File: src/logic/ccp_params.svh
// Register offsets, field positions, fuse codes and timing counts of the clock control block
`ifndef CCP_PARAMS_SVH
`define CCP_PARAMS_SVH
`define CCP_OFS_PLL_CSR 5'h00
`define CCP_OFS_RC_TRIM 5'h04
`define CCP_OFS_SLEEP 5'h08
`define CCP_OFS_TIMER 5'h0C
`define CCP_OFS_STATUS 5'h10
`define CCP_OFS_FREQ 5'h14
`define CCP_BIT_PLL_LOCK 0
`define CCP_BIT_PLL_EN 1
`define CCP_BIT_SLEEP_GO 4
`define CCP_CLOCK_SELECT_FUSES_EXT 4'h0
`define CCP_CLOCK_SELECT_FUSES_PLL 4'h1
`define CCP_CLOCK_SELECT_FUSES_RC8 4'h2
`define CCP_CLOCK_SELECT_FUSES_RC64 4'h3
`define CCP_CLOCK_SELECT_FUSES_WDT 4'h4
`define CCP_CLOCK_SELECT_FUSES_RSV5 4'h5
`define CCP_CLOCK_SELECT_FUSES_LFXO 4'h6
`define CCP_CLOCK_SELECT_FUSES_RSV7 4'h7
`define CCP_DEF_CLOCK_SELECT_FUSES 4'h2
`define CCP_DEF_SUT 2'h2
`define CCP_DEF_DIV8 1'h0
`define CCP_SUT_SHORT 2'h0
`define CCP_WDT_SHORT_CYC 14'h0200
`define CCP_RC8_KHZ 18'h01F40
`define CCP_RC64_KHZ 18'h01900
`define CCP_RC_LIMIT_KHZ 18'h01F40
`define CCP_PCK_MAX_KHZ 18'h14C08
`define CCP_TRIM_STEP_KHZ 18'h00028
`define CCP_MULT_NORMAL 4'h8
`define CCP_MULT_COMPAT 4'h4
`define CCP_CLK_PERIOD_NS 50
`define CCP_PLL_LOCK_NS 100000
`define CCP_PLL_LOCK_CYC ((`CCP_PLL_LOCK_NS + `CCP_CLK_PERIOD_NS - 1) / `CCP_CLK_PERIOD_NS)
`endif

File: src/logic/ccp_pkg.sv
// Types shared by the clock control block
package ccp_pkg;
	typedef enum logic [3:0] {
		ST_RESET_DLY = 4'h1,
		ST_STARTUP = 4'h2,
		ST_RUN = 4'h4,
		ST_SLEEP = 4'h8
	} ccp_state_type;
	typedef enum logic [2:0] {
		SLP_IDLE = 3'h0,
		SLP_ADC_NR = 3'h1,
		SLP_POWER_DOWN = 3'h2,
		SLP_POWER_SAVE = 3'h3,
		SLP_STANDBY = 3'h4
	} ccp_sleep_type;
	typedef enum logic [2:0] {
		SRC_EXT = 3'h0,
		SRC_PLL = 3'h1,
		SRC_RC8 = 3'h2,
		SRC_RC64 = 3'h3,
		SRC_WDT = 3'h4,
		SRC_LFXO = 3'h5,
		SRC_XTAL = 3'h6
	} ccp_src_type;
endpackage

File: src/logic/ccp_sync_edge.sv
// Two-stage synchroniser with rising-edge pulse for pin inputs
`timescale 1ns/100ps
`default_nettype none
module ccp_sync_edge #(
	parameter int W = 1
) (
	input wire logic i_clk,
	input wire logic [W-1:0] i_async,
	output logic [W-1:0] o_level,
	output logic [W-1:0] o_rise
);
	logic [W-1:0] s1_r;
	logic [W-1:0] s2_r;
	logic [W-1:0] s3_r;
	// Chain left unreset so fuse levels settle while reset is held
	always_ff @(posedge i_clk)
	begin
		s1_r <= i_async;
		s2_r <= s1_r;
		s3_r <= s2_r;
	end
	// Edge logic reads only the second and third stages
	assign o_level = s2_r;
	assign o_rise = s2_r & ~s3_r;
endmodule
`default_nettype wire

File: src/logic/ccp_pll_model.sv
// Behavioural PLL: tracks the RC frequency, multiplies it and reports lock
`timescale 1ns/100ps
`default_nettype none
`include "ccp_params.svh"
module ccp_pll_model
	import ccp_pkg::*;
(
	input wire logic i_clk,
	input wire logic i_reset_n,
	input wire logic i_run,
	input wire logic i_compat,
	input wire logic [7:0] i_trim,
	input wire logic [7:0] i_cal,
	output logic o_lock,
	output logic [16:0] o_freq_khz,
	output logic [3:0] o_mult
);
	logic [11:0] lock_cnt_r;
	logic [11:0] lock_cnt_nxt;
	logic [17:0] nom;
	logic [17:0] up;
	logic [17:0] dn;
	logic [17:0] rc;
	logic [17:0] prod;
	logic [3:0] mult_nxt;
	logic over;
	logic [16:0] freq_nxt;
	// RC frequency follows the trim relative to the factory byte
	assign nom = i_compat ? `CCP_RC64_KHZ : `CCP_RC8_KHZ;
	assign up = nom + (18'(i_trim) * `CCP_TRIM_STEP_KHZ);
	assign dn = 18'(i_cal) * `CCP_TRIM_STEP_KHZ;
	assign rc = (up > dn) ? (up - dn) : 18'h00000;
	assign mult_nxt = i_compat ? `CCP_MULT_COMPAT : `CCP_MULT_NORMAL;
	assign prod = rc * 18'(mult_nxt);
	// Above the RC limit the loop can no longer follow its reference
	assign over = rc > `CCP_RC_LIMIT_KHZ;
	assign lock_cnt_nxt = (!i_run || over) ? 12'h000 :
		(lock_cnt_r == 12'(`CCP_PLL_LOCK_CYC)) ? lock_cnt_r : lock_cnt_r + 12'h001;
	// Output saturates rather than running away
	assign freq_nxt = !i_run ? 17'h00000 :
		(prod > `CCP_PCK_MAX_KHZ) ? 17'(`CCP_PCK_MAX_KHZ) : prod[16:0];
	always_ff @(posedge i_clk)
	begin
		if (!i_reset_n)
		begin
			lock_cnt_r <= 12'h000;
			o_lock <= 1'b0;
			o_freq_khz <= 17'h00000;
			o_mult <= `CCP_MULT_NORMAL;
		end
		else
		begin
			lock_cnt_r <= lock_cnt_nxt;
			o_lock <= lock_cnt_nxt == 12'(`CCP_PLL_LOCK_CYC);
			o_freq_khz <= freq_nxt;
			o_mult <= mult_nxt;
		end
	end
endmodule
`default_nettype wire

File: src/logic/ccp_clock_control.sv
// Clock source selection, PLL control, domain gating and start-up timing
// Contract
// Pick the system clock source from the four-bit fuse code.
// PLL multiplies the 8 MHz RC by eight, giving 64 MHz.
// Code 0011 trims RC to 6.4 MHz and uses times four.
// PLL runs only if enable bit set or PLL fuse programmed.
// Lock flag is set once the PLL has locked.
// Trim moves the fast clock; saturates at 85 MHz, loses lock above 8 MHz.
// Software keeps the RC trim at or below 8 MHz.
// RC oscillator and PLL stop in power-down and stand-by.
// Fast clock or a prescaled form is selectable for the fast timer.
// Wake from power-down or power-save times a start-up interval first.
// Reset adds 512 or 8192 watchdog cycles of settling delay.
// Unused clock domains halt through the sleep modes.
// Halting the core clock stops core register and stack logic.
// I/O clock feeds peripherals; async interrupt detect works while halted.
// Converter clock keeps running while core and I/O clocks halt.
// Program memory clock runs together with the core clock.
// Delivered default: RC 8 MHz, longest start-up, divide by eight.
// Reset loads the factory calibration byte into the RC trim.
// Reserved fuse codes never switch the clock to an undefined source.
`timescale 1ns/100ps
`default_nettype none
`include "ccp_params.svh"
module ccp_clock_control
	import ccp_pkg::*;
#(
	parameter int WDT_LONG_CYC = 8192,
	parameter int STARTUP_CK = 1024
) (
	input wire logic I_CLK_SYS,
	input wire logic I_RESET_N,
	input wire logic [4:0] I_AVS_ADDRESS,
	input wire logic I_AVS_READ,
	input wire logic I_AVS_WRITE,
	input wire logic [31:0] I_AVS_WRITEDATA,
	input wire logic [3:0] I_AVS_BYTEENABLE,
	output logic [31:0] O_AVS_READDATA,
	output logic O_AVS_WAITREQUEST,
	input wire logic [3:0] I_CLOCK_SELECT_FUSES,
	input wire logic [1:0] I_STARTUP_TIME_FUSES,
	input wire logic I_PLL_CLOCK_FUSE,
	input wire logic I_DIVIDE_BY_EIGHT_FUSE,
	input wire logic I_FUSES_BLANK,
	input wire logic [7:0] I_CAL_BYTE,
	input wire logic I_WDT_OSC_TICK,
	input wire logic I_SRC_OSC_TICK,
	input wire logic I_WAKE_EVENT,
	output logic [2:0] O_SYS_CLK_SRC,
	output logic O_SYS_DIV8,
	output logic O_CORE_CLK_EN,
	output logic O_IO_CLK_EN,
	output logic O_FLASH_CLK_EN,
	output logic O_ADC_CLK_EN,
	output logic O_ASYNC_INT_EN,
	output logic O_RC_OSC_EN,
	output logic O_PLL_EN,
	output logic O_PLL_LOCK,
	output logic [16:0] O_PCK_FREQ_KHZ,
	output logic [3:0] O_PLL_MULT,
	output logic O_TIMER_PCK_SEL,
	output logic [1:0] O_TIMER_PRESCALE,
	output logic [7:0] O_RC_TRIM
);
	// Reserved codes are refused as a source
	function automatic logic fuse_reserved(input logic [3:0] c);
		fuse_reserved = (c == `CCP_CLOCK_SELECT_FUSES_RSV5) || (c == `CCP_CLOCK_SELECT_FUSES_RSV7);
	endfunction

	function automatic ccp_src_type src_decode(input logic [3:0] c);
		if (c[3])
			src_decode = SRC_XTAL;
		else
			case (c)
				`CCP_CLOCK_SELECT_FUSES_EXT: src_decode = SRC_EXT;
				`CCP_CLOCK_SELECT_FUSES_PLL: src_decode = SRC_PLL;
				`CCP_CLOCK_SELECT_FUSES_RC64: src_decode = SRC_RC64;
				`CCP_CLOCK_SELECT_FUSES_WDT: src_decode = SRC_WDT;
				`CCP_CLOCK_SELECT_FUSES_LFXO: src_decode = SRC_LFXO;
				default: src_decode = SRC_RC8;
			endcase
	endfunction

	logic [16:0] fz_lvl;
	logic [2:0] tk_rise;
	logic [2:0] tk_lvl;
	logic [3:0] clock_select_fuses_in;
	logic [1:0] sut_in;
	logic div8_in;
	logic [3:0] clock_select_fuses_r;
	logic [1:0] sut_r;
	logic pll_fuse_r;
	logic div8_r;
	logic [7:0] cal_r;
	ccp_src_type src_r;
	ccp_state_type state_r;
	ccp_state_type state_nxt;
	ccp_sleep_type mode_r;
	logic [13:0] cnt_r;
	logic [13:0] cnt_nxt;
	logic [13:0] dly_last;
	logic pll_bit_r;
	logic wait_r;
	logic wdt_tick;
	logic src_tick;
	logic wake;
	logic deep_off;
	logic wake_deep;
	logic run_st;
	logic slp_st;
	logic req;
	logic wr_do;
	logic [4:0] ofs;
	logic sel_csr;
	logic sel_trim;
	logic sel_sleep;
	logic sel_timer;
	logic sel_sts;
	logic sel_freq;
	logic sleep_go;
	logic [31:0] rmux;
	logic rc_nxt;
	logic pll_nxt;
	logic io_nxt;
	logic adc_nxt;

	// Fuse pins and calibration byte cross into the clock domain
	ccp_sync_edge #(.W(17)) u_fuse_sync (
		.i_clk(I_CLK_SYS),
		.i_async({I_CAL_BYTE, I_FUSES_BLANK, I_DIVIDE_BY_EIGHT_FUSE, I_PLL_CLOCK_FUSE,
			I_STARTUP_TIME_FUSES, I_CLOCK_SELECT_FUSES}),
		.o_level(fz_lvl),
		.o_rise()
	);

	// Oscillator ticks and wake-up event
	ccp_sync_edge #(.W(3)) u_tick_sync (
		.i_clk(I_CLK_SYS),
		.i_async({I_WAKE_EVENT, I_SRC_OSC_TICK, I_WDT_OSC_TICK}),
		.o_level(tk_lvl),
		.o_rise(tk_rise)
	);

	assign wdt_tick = tk_rise[0];
	assign src_tick = tk_rise[1];
	assign wake = tk_lvl[2];

	// A blank fuse array reads as the delivered clock select, start-up and divide-by-eight settings; the PLL fuse is taken from its pin
	assign clock_select_fuses_in = fz_lvl[8] ? `CCP_DEF_CLOCK_SELECT_FUSES : fz_lvl[3:0];
	assign sut_in = fz_lvl[8] ? `CCP_DEF_SUT : fz_lvl[5:4];
	assign div8_in = fz_lvl[8] ? `CCP_DEF_DIV8 : fz_lvl[7];

	// Fuses and calibration are captured while reset is held
	always_ff @(posedge I_CLK_SYS)
	begin
		if (!I_RESET_N)
		begin
			clock_select_fuses_r <= clock_select_fuses_in;
			sut_r <= sut_in;
			pll_fuse_r <= fz_lvl[6];
			div8_r <= div8_in;
			cal_r <= fz_lvl[16:9];
			src_r <= src_decode(clock_select_fuses_in);
		end
	end

	// Bus decode; low address bits are ignored
	assign req = I_AVS_READ | I_AVS_WRITE;
	assign ofs = {I_AVS_ADDRESS[4:2], 2'b00};
	assign sel_csr = ofs == `CCP_OFS_PLL_CSR;
	assign sel_trim = ofs == `CCP_OFS_RC_TRIM;
	assign sel_sleep = ofs == `CCP_OFS_SLEEP;
	assign sel_timer = ofs == `CCP_OFS_TIMER;
	assign sel_sts = ofs == `CCP_OFS_STATUS;
	assign sel_freq = ofs == `CCP_OFS_FREQ;
	assign wr_do = I_AVS_WRITE & ~wait_r & I_AVS_BYTEENABLE[0];
	// Sleep requests outside the run state are dropped
	assign sleep_go = wr_do & sel_sleep & I_AVS_WRITEDATA[`CCP_BIT_SLEEP_GO] & run_st;

	// Read mux; unmapped offsets read zero
	assign rmux = sel_csr ? {30'h00000000, pll_bit_r, O_PLL_LOCK} :
		sel_trim ? {24'h000000, O_RC_TRIM} :
		sel_sleep ? {29'h00000000, mode_r} :
		sel_timer ? {29'h00000000, O_TIMER_PRESCALE, O_TIMER_PCK_SEL} :
		sel_sts ? {23'h000000, state_r, div8_r, fuse_reserved(clock_select_fuses_r), src_r} :
		sel_freq ? {15'h0000, O_PCK_FREQ_KHZ} : 32'h00000000;

	// One wait cycle per access keeps the answer registered
	always_ff @(posedge I_CLK_SYS)
	begin
		if (!I_RESET_N)
		begin
			wait_r <= 1'b1;
			O_AVS_READDATA <= 32'h00000000;
		end
		else
		begin
			wait_r <= ~(req & wait_r);
			O_AVS_READDATA <= (I_AVS_READ & wait_r) ? rmux : 32'h00000000;
		end
	end
	assign O_AVS_WAITREQUEST = wait_r;

	// Software registers
	always_ff @(posedge I_CLK_SYS)
	begin
		if (!I_RESET_N)
		begin
			pll_bit_r <= 1'b0;
			O_RC_TRIM <= fz_lvl[16:9];
			mode_r <= SLP_IDLE;
			O_TIMER_PCK_SEL <= 1'b0;
			O_TIMER_PRESCALE <= 2'h0;
		end
		else
		begin
			if (wr_do & sel_csr)
				pll_bit_r <= I_AVS_WRITEDATA[`CCP_BIT_PLL_EN];
			if (wr_do & sel_trim)
				O_RC_TRIM <= I_AVS_WRITEDATA[7:0];
			if (sleep_go)
				mode_r <= (I_AVS_WRITEDATA[2:0] > SLP_STANDBY) ? SLP_IDLE : ccp_sleep_type'(I_AVS_WRITEDATA[2:0]);
			if (wr_do & sel_timer)
			begin
				O_TIMER_PCK_SEL <= I_AVS_WRITEDATA[0];
				O_TIMER_PRESCALE <= I_AVS_WRITEDATA[2:1];
			end
		end
	end

	// Settling delay target follows the start-up fuses
	assign dly_last = (sut_r == `CCP_SUT_SHORT) ? (`CCP_WDT_SHORT_CYC - 14'h0001) : 14'(WDT_LONG_CYC - 1);
	assign run_st = state_r == ST_RUN;
	assign slp_st = state_r == ST_SLEEP;
	assign deep_off = (mode_r == SLP_POWER_DOWN) || (mode_r == SLP_STANDBY);
	assign wake_deep = (mode_r == SLP_POWER_DOWN) || (mode_r == SLP_POWER_SAVE);

	// Start-up sequencer
	always_comb
	begin
		state_nxt = state_r;
		cnt_nxt = cnt_r;
		case (state_r)
			ST_RESET_DLY:
				if (wdt_tick)
				begin
					if (cnt_r == dly_last)
					begin
						state_nxt = ST_STARTUP;
						cnt_nxt = 14'h0000;
					end
					else
						cnt_nxt = cnt_r + 14'h0001;
				end
			ST_STARTUP:
				if (src_tick)
				begin
					if (cnt_r == 14'(STARTUP_CK - 1))
					begin
						state_nxt = ST_RUN;
						cnt_nxt = 14'h0000;
					end
					else
						cnt_nxt = cnt_r + 14'h0001;
				end
			ST_RUN:
				if (sleep_go)
					state_nxt = ST_SLEEP;
			ST_SLEEP:
				if (wake)
				begin
					state_nxt = wake_deep ? ST_STARTUP : ST_RUN;
					cnt_nxt = 14'h0000;
				end
			default:
			begin
				state_nxt = ST_RESET_DLY;
				cnt_nxt = 14'h0000;
			end
		endcase
	end

	always_ff @(posedge I_CLK_SYS)
	begin
		if (!I_RESET_N)
		begin
			state_r <= ST_RESET_DLY;
			cnt_r <= 14'h0000;
		end
		else
		begin
			state_r <= state_nxt;
			cnt_r <= cnt_nxt;
		end
	end

	// Domain enables; the converter keeps its clock in noise-reduction sleep
	assign io_nxt = run_st | (slp_st & (mode_r == SLP_IDLE));
	assign adc_nxt = run_st | (slp_st & ((mode_r == SLP_IDLE) | (mode_r == SLP_ADC_NR)));
	assign rc_nxt = ~(slp_st & deep_off);
	assign pll_nxt = rc_nxt & (pll_bit_r | ~pll_fuse_r);

	always_ff @(posedge I_CLK_SYS)
	begin
		if (!I_RESET_N)
		begin
			O_CORE_CLK_EN <= 1'b0;
			O_FLASH_CLK_EN <= 1'b0;
			O_IO_CLK_EN <= 1'b0;
			O_ADC_CLK_EN <= 1'b0;
			O_ASYNC_INT_EN <= 1'b1;
			O_RC_OSC_EN <= 1'b1;
			O_PLL_EN <= 1'b0;
			O_SYS_CLK_SRC <= SRC_RC8;
			O_SYS_DIV8 <= 1'b0;
		end
		else
		begin
			O_CORE_CLK_EN <= run_st;
			O_FLASH_CLK_EN <= run_st;
			O_IO_CLK_EN <= io_nxt;
			O_ADC_CLK_EN <= adc_nxt;
			O_ASYNC_INT_EN <= ~io_nxt;
			O_RC_OSC_EN <= rc_nxt;
			O_PLL_EN <= pll_nxt;
			O_SYS_CLK_SRC <= src_r;
			O_SYS_DIV8 <= ~div8_r;
		end
	end

	// Compatibility code scales both the RC and the multiplier
	ccp_pll_model u_pll (
		.i_clk(I_CLK_SYS),
		.i_reset_n(I_RESET_N),
		.i_run(O_PLL_EN),
		.i_compat(src_r == SRC_RC64),
		.i_trim(O_RC_TRIM),
		.i_cal(cal_r),
		.o_lock(O_PLL_LOCK),
		.o_freq_khz(O_PCK_FREQ_KHZ),
		.o_mult(O_PLL_MULT)
	);
endmodule
`default_nettype wire

File: config.mk
export PLATFORM = sky130hd
export DESIGN_NAME = ccp_clock_control
export DESIGN_NICKNAME = d
export VERILOG_FILES = /design/src/logic/ccp_pkg.sv /design/src/logic/ccp_sync_edge.sv /design/src/logic/ccp_pll_model.sv /design/src/logic/ccp_clock_control.sv
export VERILOG_INCLUDE_DIRS = /design/src /design/src/logic
export SDC_FILE = /design/constraint.sdc
export NUM_CORES = 1
export LEC_CHECK = 0
export ABC_AREA = 1
export BUFFER_PORTS_ARGS = -buffer_cell sky130_fd_sc_hd__buf_2
export CORE_AREA = 4 4 159 115
export CTS_BUF_LIST = sky130_fd_sc_hd__clkbuf_16
export DETAILED_ROUTE_END_ITERATION = 8
export DIE_AREA = 0 0 163 119
export GPL_TIMING_DRIVEN = 0
export PLACE_DENSITY = 0.66
export SLEW_MARGIN = 20
export SYNTH_ARGS = -nofsm -noshare
export SYNTH_HDL_FRONTEND = slang
export SYNTH_SLANG_ARGS = --single-unit
File: constraint.sdc
create_clock -name I_CLK_SYS -period 6.9 [get_ports I_CLK_SYS]
set_input_delay 0.69 -clock I_CLK_SYS [delete_from_list [all_inputs] [get_ports I_CLK_SYS]]
set_output_delay 0.69 -clock I_CLK_SYS [all_outputs]
set_load 0.05 [all_outputs]
* Word-level counts from Yosys, hierarchy flattened
Cells that the tools add are included.
** Storage, ports and cells
- Flip-flop bits (word level) :: 171
- Latch bits :: 0
- Memory bits (writable) :: 0
- Bits in read-only memories :: 0
- Bits of input ports :: 65
- Output and inout port bits :: 77
- Word-level logic and storage cells :: 161
- Memories kept :: 0
** Cells by class
- $add $sub $neg :: 4
- Multiply operators :: 3
- Div/mod/pow operators :: 0
- Order comparisons :: 4
- Equality and inequality tests :: 31
- Shift-type cells :: 0
- Muxes and demuxes :: 32
- Bitwise logic cells :: 32
- Reductions and logical operators :: 18
** Operators with widths (number)
- 14-bit two-way mux :: 5
- 14-bit one-hot mux with 4 select lines :: 1
- 8-bit two-way mux :: 5
- 4-bit two-way mux :: 8
- 12-bit by 11-bit equality test with 1-bit output (second input constant) :: 2
- 12-bit two-way mux :: 2
- 8-bit by 3-bit multiplier with 11-bit output (second input constant) :: 2
- 4-bit by 3-bit equality test with 1-bit output (second input constant) :: 5
- 18-bit by 14-bit adder with 18-bit output :: 1
- 18-bit by 13-bit > comparator with 1-bit output (second input constant) :: 1
- 18-bit by 14-bit > comparator with 1-bit output :: 1
- 18-bit by 17-bit > comparator with 1-bit output (second input constant) :: 1
- 18-bit by 4-bit multiplier with 18-bit output :: 1
- 18-bit two-way mux :: 1
- 9-bit two-way mux :: 2
- 18-bit by 14-bit subtractor with 18-bit output :: 1
- 17-bit two-way mux :: 1
- 4-bit one-hot mux with 4 select lines :: 1
- 3-bit by 2-bit equality test with 1-bit output (second input constant) :: 5
- 3-bit one-hot mux with 5 select lines :: 1
- 14-bit by 1-bit adder with 14-bit output (second input constant) :: 1
- 1-bit bitwise AND :: 14
- 14-bit by 10-bit equality test with 1-bit output (second input constant) :: 1
- 14-bit by 13-bit equality test with 1-bit output :: 1
- other kinds (30) :: 60

* Logic depth before layout (Yosys ltp)
Gate-level depths: netlist (run 1).
- Word-level depth :: 9
- Depth in mapped cells :: 41
- Gate-level depth less buffers :: 40

* Cells and area by module
Synthesis (run 1) repeated with hierarchy kept, for this count alone.
** Second synthesis, totals
- Cells, all modules :: 1020
- Area total of the unflattened synthesis :: 8399.3 µm²
** By module, submodules not included
- ccp_clock_control :: instances 1, cells an instance 428, area each 3552.2 µm², seq. area each 1841.8 µm²
- ccp_pll_model :: instances 1, cells an instance 492, area each 3445.8 µm², seq. area each 560.5 µm²
- ccp_sync_edge at u_fuse_sync :: instances 1, cells an instance 85, area each 1191.1 µm², seq. area each 1021.0 µm²
- ccp_sync_edge at u_tick_sync :: instances 1, cells an instance 15, area each 210.2 µm², seq. area each 180.2 µm²

* Least setup slack after synthesis (run 1)
Ideal clock, no wire load.
- Path type :: register to register
- Start :: reg O_RC_TRIM[1]
- End :: reg u_pll.o_freq_khz[10]
- Library setup time :: 0.114 ns
- Arrival :: 5.909 ns
- Data required time :: 6.786 ns
- Setup slack :: 0.876 ns
- Cell stages (with the launch flop) :: 35
- Buffers on the path :: 0
- Clock period less this slack :: 6.024 ns
- Path through :: edfxtp_1 -> ha_1 -> ha_1 -> fa_1 -> a31oi_1 -> xnor2_1 -> ha_1 -> nand2_1 -> nand3_1 -> xor2_1 -> ha_1 -> nand2_1 -> a21oi_1 -> a211oi_1 -> nand3_1 -> nand2_1 -> nand2_4 -> inv_2 -> a21oi_1 -> o21ai_0 -> nor2_1 -> ha_1 -> ha_1 -> fa_1 -> a21oi_1 -> nand2_1 -> nand3_1 -> nand2_1 -> or2_1 -> nand2_1 -> inv_1 -> nand2_2 -> nand2_1 -> nand2_2 -> nand2_1
** Between the ends
- Cells in the longest elaborated chain, start to end :: 7
- Elaborated cells on any way between the ends :: 8
- Classes of those cells :: 2 x add/sub; 2 x mul; 2 x order compare; 2 x mux
** RTL lines
- start, declared :: line ccp_clock_control.sv:63 : output logic [7:0] O_RC_TRIM
- start signal, assigned :: line ccp_clock_control.sv:210 : O_RC_TRIM <= fz_lvl[16:9];
- start signal, assigned :: line ccp_clock_control.sv:220 : O_RC_TRIM <= I_AVS_WRITEDATA[7:0];
- 8-bit by 3-bit multiplier with 11-bit output (no line) (*)
- 18-bit by 14-bit adder with 18-bit output (*) :: line ccp_pll_model.sv:30 : assign up = nom + (18'(i_trim) * `CCP_TRIM_STEP_KHZ);
- 18-bit by 14-bit subtractor with 18-bit output / 18-bit by 14-bit > comparator with 1-bit output (equally long branches) :: line ccp_pll_model.sv:32 : assign rc = (up > dn) ? (up - dn) : 18'h00000;
- 18-bit two-way mux (*) :: line ccp_pll_model.sv:32
- 18-bit by 4-bit multiplier with 18-bit output (*) :: line ccp_pll_model.sv:34 : assign prod = rc * 18'(mult_nxt);
- 18-bit by 17-bit > comparator with 1-bit output (no line)
- 17-bit two-way mux (*) :: line ccp_pll_model.sv:41 : (prod > `CCP_PCK_MAX_KHZ) ? 17'(`CCP_PCK_MAX_KHZ) : prod[16:0];
- end signal, assigned :: line ccp_pll_model.sv:55 : o_freq_khz <= freq_nxt;
- end, declared :: line ccp_pll_model.sv:15 : output logic [16:0] o_freq_khz,
Mark *: on every way between the ends. The rest lies on a longest branch, timed or not.
A chain may end at the register's enable or synchronous reset.

* Final worst setup path (run 1)
- Start :: reg O_RC_TRIM[1]
- End :: reg u_pll.o_freq_khz[5]
** Between the ends
- Cells in the longest elaborated chain, start to end :: 7
- Elaborated cells on any way between the ends :: 8
- Classes of those cells :: 2 x add/sub; 2 x mul; 2 x order compare; 1 x mux; 1 x reduce/logical
** RTL lines (line)
- 8-bit by 3-bit multiplier with 11-bit output (no line) (*)
- 18-bit by 14-bit adder with 18-bit output (*) :: ccp_pll_model.sv:30
- 18-bit by 14-bit subtractor with 18-bit output / 18-bit by 14-bit > comparator with 1-bit output (equally long branches) :: ccp_pll_model.sv:32
- 18-bit two-way mux (*) :: ccp_pll_model.sv:32
- 18-bit by 4-bit multiplier with 18-bit output (*) :: ccp_pll_model.sv:34
- 18-bit by 17-bit > comparator with 1-bit output (no line)
- 3-bit OR reduction (no line)
Marked as above.

==> flow_summary.yaml, run 1 <==
status:
  status: "finished, final reports clean"
clock_tree:
  clk_pin_slew_ns: 0.07
  clkLatencyLatePin_ns: 0.43
  root_buffer: "clkbuf_16"
  cts_inserted_buffers: 17
  cts.sinks: 149
  htreeDepth: 4
  cts_tree: "built"
  ctsLongestPathBuffers: 2
timing:
  min_period_ns: 6.293
  setup_tns_ns: 0
  relSlewSlack: 0.4098
  skew_ns: 0.01456
  worst_pin_slew_ns: 0.8786
  rsz0062_at_grt: "no"
  finalHoldViolCount: 0
  clock.fmax_ghz: 0.1589
  drv_slew: 0
  fin_crit_sh: 0.9121
  whs_ns: 0.3202
  final-setup-viol-count: 0
grt:
  grt_pass1_wl_um: 27530
  grt.total_usage: 0.1787
  grt_overflow: 0
  grt_pass1_vias: 5706
  grt_start_max_net_pins: 28
  antenna_found_initial: 3
logic_synthesis:
  syn_area_um2: 7467
  ys_ff_latch: 149
  synthTopCellsByArea: "dfxtp_1 (33%), ha_1 (11%), edfxtp_1 (10%)"
  yosysTopAreaCell: "dfxtp_1"
  syn_avg_cell_area_um2: 8.161
  yosysSeqAreaShare: 0.4343
  synth_top_area_share: 0.3298
  ys_types: 43
  synth_flop_cell: "dfxtp_1"
  synth-edff-count: 26
  synthCells: 915
  yosys_warnings: 0
  synthArstFlopShare: 0
route:
  dr.pass1.iters: 5
  drtIter0Drc: 370
  routed_wl_um: 16990
  final_antenna_net_count: 0
  wl_per_cell_um: 13.06
  viasPerCell: 4.727
  via_count: 6150
  drc: 0
worst_setup_path:
  regToRegSetupSlack_ns: 0.61
  max_stage_delay_ns: 0.50
  crit_fanout: 10
  worstPathArrival_ns: 6.65
  timing.rr.end: "u_pll.o_freq_khz[5]"
  rr_startpoint: "O_RC_TRIM[1]"
  critPathSlowestCell: "edfxtp_1"
  worstPathRequired_ns: 7.26
  critical_path_class: "register to register"
  cp-start-kind: "register"
  rr_worst_depth: 33
  crit_path_end_kind: "register"
worst_hold_path:
  hold_end: "u_fuse_sync.o_level[16]"
  min_path_type: "register to register"
  hold_depth: 0
  worstHoldStart: "u_fuse_sync.s1_r[16]"
layout:
  fillers: 1585
  ff_latch_area_um2: 3243
  drive_above_1_share: 0.1674
  area.growth.synth_to_final_pct: 19.65
  final_nets: 1189
  multiInputGateArea_um2: 3622
power:
  power_leakage_nw: 4.258
  ir_worst_vdd_v: 0.0002053
  power_density_nw_per_um2: 383.1
die:
  io_pins: 142
  core_um2: 16820
  die_area_um2: 19400
  die_h_um: 119
  row_count: 40
  die_w_um: 163
  initial_core_util: 0.4440
placement:
  portBuffers: 91
  dpl.hpwl_um: 13410
  gp_congestion: 0.9013
job:
  cap_violations: 0
-- registers in the layout (all words and copies together), names as in the netlist, 8 cells and up --
register / flops
u_pll.o_freq_khz: 13
O_AVS_READDATA: 17
cal_r: 8
u_fuse_sync.s1_r: 17
cnt_r: 14
O_RC_TRIM: 8
u_fuse_sync.o_level: 17
u_pll.lock_cnt_r: 12
-- synth_stat cells (4+ instances only) --
master    count
a211oi_1      8
a21oi_1      42
a221oi_1      4
a31oi_1       6
buf_4        23
clkbuf_1      7
dfxtp_1     123
edfxtp_1     26
fa_1          4
ha_1         64
inv_1       134
nand2_1     157
nand2_2       6
nand3_1      51
nand4_1      10
nor2_1      105
nor3_1       37
o21ai_0      34
or2_2         5
xnor2_1       5
xor2_1       31
-- stage by stage --
stage               utilization  total power [mW]  worst slack [ns]  instance area [µm²]  cells
global route             0.5313             3.706          0.006045                 8935   1301
finish                   0.5313             3.423            0.6066                 8935   1301
CTS                      0.5273             3.424            0.4560                 8867   1294
floorplan                     -             2.233            0.8764                 7561    940
global placement         0.4939             2.531            0.5502                 8305   1262
detailed placement       0.4940             2.536            0.5116                 8307   1262
-- power by group --
group          internal [mW]  switching (mW)
Sequential             0.950          0.0414
Clock                  0.475           0.397
Combinational          0.530            1.03
-- cell usage in the layout, fill, tap and decap left out, types with 4 or more instances in the layout --
cell	count
ha_1	63
o21ai_0	33
clkbuf_1	7
nand4_1	10
a21oi_1	42
edfxtp_1	26
buf_2	92
xor2_1	31
nand3_1	51
a221oi_1	4
inv_1	134
nor3_1	37
xnor2_1	5
clkbuf_16	17
nand2_1	157
or2_2	5
a31oi_1	4
conb_1	26
nand2_2	6
nor2_1	105
dfxtp_1	123
inv_6	5
a211oi_1	8
buf_4	29
-- routing by layer --
metal  track usage  up-vias  wire length (µm)  part of all wire
met5             0        -                31            0.0018
met4       0.04557        4               193             0.011
met3       0.06122       20              1264             0.074
met2        0.2617      152              6976              0.41
met1        0.2530     2750              8519              0.50
li1              -     3224                 -                 -
-- repair_timing --
action                                  in CTS  in global routing
gates resized for setup                      0                  5
buffers inserted                             0                  6
hold buffers                                 0                  0
endpoints found under the setup margin       0                 12
-- layout make-up --
cell class	instances	area share
antenna	1	0.0002801
buffer	31	0.02283
clock buffer	17	0.04761
clock inverter	15	0.01512
inverter	136	0.05741
multi-input combinational	624	0.4054
sequential	149	0.3630
tap	231	0.03235
timing repair buffer	97	0.05601
-- logic make-up after synthesis --
family / share of synthesized area
XOR/XNOR: 0.04222
AO/OA/AOI/OAI: 0.08277
other: 0.0005022
adder cells (fa/ha/maj): 0.1180
buffers and inverters: 0.09551
AND/OR/NAND/NOR: 0.2267
flip-flops: 0.4343
-- critical path, delay by kind of cell, from the launching register on --
family	cells	cell delay, ns
AOI/OAI and AO/OA	4	0.59
buffers and inverters	2	0.12
DFF	1	0.50
xor gates and xnor gates	2	0.32
adders and majority gates	8	2.73
and+or+nand+nor	17	1.95
-- how the worst max path moves through the flow --
stage,from,end
2_1_floorplan,O_RC_TRIM[1],u_pll.o_freq_khz[10]
6_report,O_RC_TRIM[1],u_pll.o_freq_khz[5]
3_5_place_dp,O_RC_TRIM[1],u_pll.o_freq_khz[10]
5_1_grt,O_RC_TRIM[3],u_pll.o_freq_khz[10]
4_1_cts,O_RC_TRIM[1],u_pll.o_freq_khz[5]
3_3_place_gp,O_RC_TRIM[1],u_pll.o_freq_khz[5]
Note: power is estimated with default switching activity, not from simulation.
==> run 2: changes to the inputs <==
--- a/config.mk
+++ b/config.mk
@@ -14,6 +14,7 @@
 export DIE_AREA = 0 0 163 119
 export GPL_TIMING_DRIVEN = 0
 export PLACE_DENSITY = 0.66
+export REMOVE_ABC_BUFFERS = 1
 export SLEW_MARGIN = 20
 export SYNTH_ARGS = -nofsm -noshare
 export SYNTH_HDL_FRONTEND = slang
==> run 2 against run 1 <==
Routed wire length is 1.4% lower. Maximum frequency is 0.51% lower. Clock power is 7.8% higher. Non-clock buffer count is 30 lower. Hold slack better by 0.0077 ns. Largest cell class unchanged. Clock skew is 0.0030 ns higher. Via count is 1.9% lower.
==> flow_summary.yaml, run 2 (same netlist as run 1, synthesis figures left out) <==
route:
  via_count: 6034
  routed_wl_um: 16750
  drc: 0
  drtIter0Drc: 335
  viasPerCell: 4.751
  final_antenna_net_count: 0
  wl_per_cell_um: 13.19
  dr.pass1.iters: 5
power:
  p_sw_mw: 1.504
  ir_worst_vdd_v: 0.0001964
  p_seq_frac: 0.285
  combPwrFrac: 0.445
  p_clk_frac: 0.270
  power_density_nw_per_um2: 396.2
  power_leakage_nw: 4.153
  p_sw_frac: 0.4321
  internal-power_mw: 1.977
grt:
  antenna_found_initial: 3
  grt_overflow: 0
  grt_start_max_net_pins: 46
  grt.total_usage: 0.1757
  grt_pass1_vias: 5590
  grt_pass1_wl_um: 27140
layout:
  multiInputGateArea_um2: 3607
  drive_above_1_share: 0.1482
  final_common_cell: "nand2_1"
  fin_area_um2: 8786
  fillers: 1631
  layout_common_cells: "nand2_1 (157), inv_1 (134), dfxtp_1 (123)"
  final_nets: 1159
  ff_latch_area_um2: 3243
  diodes: 0
  area.growth.synth_to_final_pct: 17.66
worst_setup_path:
  critPathSlowestCell: "fa_1"
  worstPathRequired_ns: 7.26
  cp-start-kind: "register"
  critical_path_class: "register to register"
  rr_startpoint: "O_RC_TRIM[3]"
  crit_fanout: 10
  path_buf_inv: 2
  regToRegSetupSlack_ns: 0.57
  worstPathArrival_ns: 6.69
  critPathTopFamily: "adder cells"
  crit_path_end_kind: "register"
  timing.rr.end: "u_pll.o_freq_khz[9]"
  max_stage_delay_ns: 0.48
  rr_worst_depth: 33
clock_tree:
  htreeDepth: 4
  clkLatencyLatePin_ns: 0.44
  clk_pin_slew_ns: 0.07
  cts_inserted_buffers: 17
  cts_tree: "built"
  root_buffer: "clkbuf_16"
  ctsLongestPathBuffers: 2
  cts_hold_buf: 0
  cts.sinks: 149
die:
  die_area_um2: 19400
  core_um2: 16820
  die_w_um: 163
  die_h_um: 119
  row_count: 40
  initial_core_util: 0.4440
  io_pins: 142
timing:
  final-setup-viol-count: 0
  min_period_ns: 6.326
  setup_tns_ns: 0
  drv_slew: 0
  worst_pin_slew_ns: 1.088
  clock.fmax_ghz: 0.1581
  whs_ns: 0.3279
  skew_ns: 0.01759
  finalHoldViolCount: 0
  relSlewSlack: 0.2718
  fin_crit_sh: 0.9167
placement:
  portBuffers: 91
  place_area_um2: 8103
  gp_congestion: 0.8696
  dpl.hpwl_um: 12970
worst_hold_path:
  hold_end: "u_fuse_sync.o_level[5]"
  min_path_type: "register to register"
  worstHoldStart: "u_fuse_sync.s1_r[5]"
  hold_depth: 0
status:
  status: "finished, final reports clean"
job:
  cap_violations: 0
run 2: how the worst max path moves through the flow:
| stage | start | end | depth (start not counted) |
|---|---|---|---|
| 6_report | O_RC_TRIM[3] | u_pll.o_freq_khz[9] | 33 |
| 5_1_grt | O_RC_TRIM[3] | u_pll.o_freq_khz[15] | 33 |
| 4_1_cts | src_r[2] | u_pll.o_freq_khz[9] | 35 |
| 3_5_place_dp | src_r[2] | u_pll.o_freq_khz[11] | 36 |
| 3_3_place_gp | src_r[2] | u_pll.o_freq_khz[11] | 36 |
| 2_1_floorplan | O_RC_TRIM[1] | u_pll.o_freq_khz[10] | 34 |
run 2: stage by stage:
step                      std cells  total power [mW]  setup WS [ns]  utilization
after global placement         1231             2.510         0.4378       0.4818
final                          1270             3.481         0.5744       0.5225
after global routing           1270             3.774      -0.008405       0.5225
after floorplan                 909             2.213         0.8683            -
after detailed placement       1231             2.531         0.3411       0.4818
after CTS                      1263             3.488         0.3073       0.5192
run 2: final cells by class:
cell class,instances,share of cell area
Inverter,136,0.05810
Timing Repair Buffer,98,0.05782
Tap cell,231,0.03290
Clock inverter,14,0.02022
Clock buffer,18,0.05127
Sequential cell,149,0.3691
Multi-Input combinational cell,624,0.4106
run 2: power by group through the flow:
stage                     combinational, mW  clock, mW  sequential [mW]
after floorplan                        1.12          0             1.09
after global routing                   1.77       1.00            0.999
after global placement                 1.50          0             1.01
after detailed placement               1.52          0             1.01
final                                  1.55      0.940            0.992
after CTS                              1.53      0.963            0.993
run 2: worst register-to-register path, delay by kind of cell, from the launching register on:
kind | cells | cell delay (ns)
simple gates | 17 | 1.95
xor+xnor | 2 | 0.33
fa+ha+maj | 8 | 2.74
compound gates | 4 | 0.63
buf+inv | 2 | 0.15
flops | 1 | 0.47
run 2: metal layers:
layer	vias up	GRT usage	share of wire
met2	186	0.2503	0.41
met5	-	0	0.0018
met1	2651	0.2506	0.49
met3	28	0.05534	0.078
li1	3163	-	-
met4	6	0.06181	0.020
run 2: what timing repair did:
action / 4_1_cts / 5_1_grt
setup endpoints to repair: 0 / 13
setup buffers: 0 / 7
resized for setup: 0 / 1
==> run 3: changes to the inputs <==
--- a/config.mk
+++ b/config.mk
@@ -13,6 +13,7 @@
 export DETAILED_ROUTE_END_ITERATION = 8
 export DIE_AREA = 0 0 163 119
 export GPL_TIMING_DRIVEN = 0
+export MAX_ROUTING_LAYER = met4
 export PLACE_DENSITY = 0.66
 export REMOVE_ABC_BUFFERS = 1
 export SLEW_MARGIN = 20
==> run 3 against run 2 <==
Critical path depth increased by 1. Cell count grew 0.24%. Global-route usage up 0.48 points. Design area about the same. Flip-flop and latch count is the same. Largest power group unchanged.
==> flow_summary.yaml, run 3 (same netlist as run 1, synthesis figures left out) <==
power:
  ir_worst_vdd_v: 0.0001964
  power_leakage_nw: 4.153
  power.total_mw: 3.481
  power_density_nw_per_um2: 395.8
clock_tree:
  ctsLongestPathBuffers: 2
  cts.sinks: 149
  root_buffer: "clkbuf_16"
  clkLatencyLatePin_ns: 0.44
  clk_pin_slew_ns: 0.07
  cts_hold_buf: 0
  cts_tree: "built"
  cts_inserted_buffers: 17
  htreeDepth: 4
placement:
  dpl.hpwl_um: 12970
  portBuffers: 91
  gp_congestion: 0.8839
  place_inst: 1231
  place_area_um2: 8103
worst_setup_path:
  critPathSlowestCell: "edfxtp_1"
  crit_fanout: 10
  cp-start-kind: "register"
  worstPathRequired_ns: 7.22
  regToRegSetupSlack_ns: 0.56
  crit_start: "O_RC_TRIM[3]"
  rr_startpoint: "O_RC_TRIM[3]"
  crit_top_cell: "nand2_1"
  critical_path_class: "register to register"
  max_stage_delay_ns: 0.48
  worstPathArrival_ns: 6.66
  crit_path_end_kind: "register"
die:
  die_area_um2: 19400
  core_um2: 16820
  die_h_um: 119
  die_w_um: 163
  row_count: 40
  initial_core_util: 0.4440
  io_pins: 142
grt:
  grt_pass1_wl_um: 27080
  grt_overflow: 0
  grt.total_usage: 0.1805
  grt_pass1_vias: 5599
  antenna_found_initial: 3
  grt_start_max_net_pins: 46
timing:
  final-setup-viol-count: 0
  worst_pin_slew_ns: 1.057
  clock.fmax_ghz: 0.1578
  finalHoldViolCount: 0
  drv_slew: 0
  fin_crit_sh: 0.9184
  min_period_ns: 6.337
  skew_ns: 0.01789
  relSlewSlack: 0.2926
  whs_ns: 0.3279
route:
  routed_wl_um: 16750
  viasPerCell: 4.720
  wl_per_cell_um: 13.16
  via_count: 6009
  drc: 0
  drtIter0Drc: 311
  final_antenna_net_count: 0
  dr.pass1.iters: 5
layout:
  fin_area_um2: 8793
  area.growth.synth_to_final_pct: 17.76
  fillers: 1632
  drive_above_1_share: 0.1482
  stdcell_count: 1273
  fin_util: 0.5229
  final_common_cell: "nand2_1"
  final_nets: 1159
  layout_common_cells: "nand2_1 (157), inv_1 (134), dfxtp_1 (123)"
status:
  status: "finished, final reports clean"
job:
  cap_violations: 0
worst_hold_path:
  min_path_type: "register to register"
  worstHoldStart: "u_fuse_sync.s1_r[5]"
run 3: cell types whose count changed in the layout (fill, tap and decap cells not counted), sizes merged:
cell,delta
diode,+3
run 3: layer usage:
metal / global-route usage / vias to the layer above / part of all wire
li1: - / 3163 / -
met1: 0.2523 / 2656 / 0.50
met2: 0.2505 / 168 / 0.41
met3: 0.05154 / 22 / 0.073
met4: 0.06181 / 0 / 0.021
met5: - / - / 0
run 3: area by class of cell:
| type | count | area [µm²] | share of cell area |
|---|---|---|---|
| sequential | 149 | 3243 | 0.3688 |
| timing repair buffer | 98 | 508.0 | 0.05777 |
| inverter | 136 | 510.5 | 0.05805 |
| antenna | 3 | 7.507 | 0.0008537 |
| multi-input combinational | 624 | 3607 | 0.4102 |
| clock buffer | 18 | 450.4 | 0.05122 |
| tap | 231 | 289.0 | 0.03287 |
| clock inverter | 14 | 177.7 | 0.02020 |
run 3: report_power, final:
group	switching, mW	total (mW)	leakage, nW	internal, mW
Combinational	1.03	1.55	2.58	0.514
Sequential	0.0423	0.992	1.27	0.950
Clock	0.428	0.940	0.305	0.513
run 3: path summary, 6_finish.rpt:
kind / endpoint / cells after the start
worst max-delay path: u_pll.o_freq_khz[14] / 34
worst min-delay path: u_fuse_sync.o_level[5] / 0
worst min register to register: u_fuse_sync.o_level[5] / 0
worst max register to register: u_pll.o_freq_khz[14] / 34
run 3: stage by stage:
step	setup TNS [ns]	setup slack [ns]
floorplan	0	0.8683
global placement	0	0.4378
detailed placement	0	0.3411
CTS	0	0.3073
global route	-0.009797	-0.005989
finish	0	0.5628
run 3: critical path: cells and delay by family, from the launching register on:
kind | cells | cell delay [ns]
buffers and inverters | 2 | 0.14
xor gates and xnor gates | 2 | 0.33
and+or+nand+nor | 18 | 1.89
AOI/OAI and AO/OA | 4 | 0.62
DFF | 1 | 0.48
adders and majority gates | 8 | 2.75
run 3: repair_timing:
action | 4_1_cts | 5_1_grt
gates resized for setup | 0 | 1
hold endpoints to repair | 0 | 0
endpoints found under the setup margin | 0 | 13
setup buffers | 0 | 7
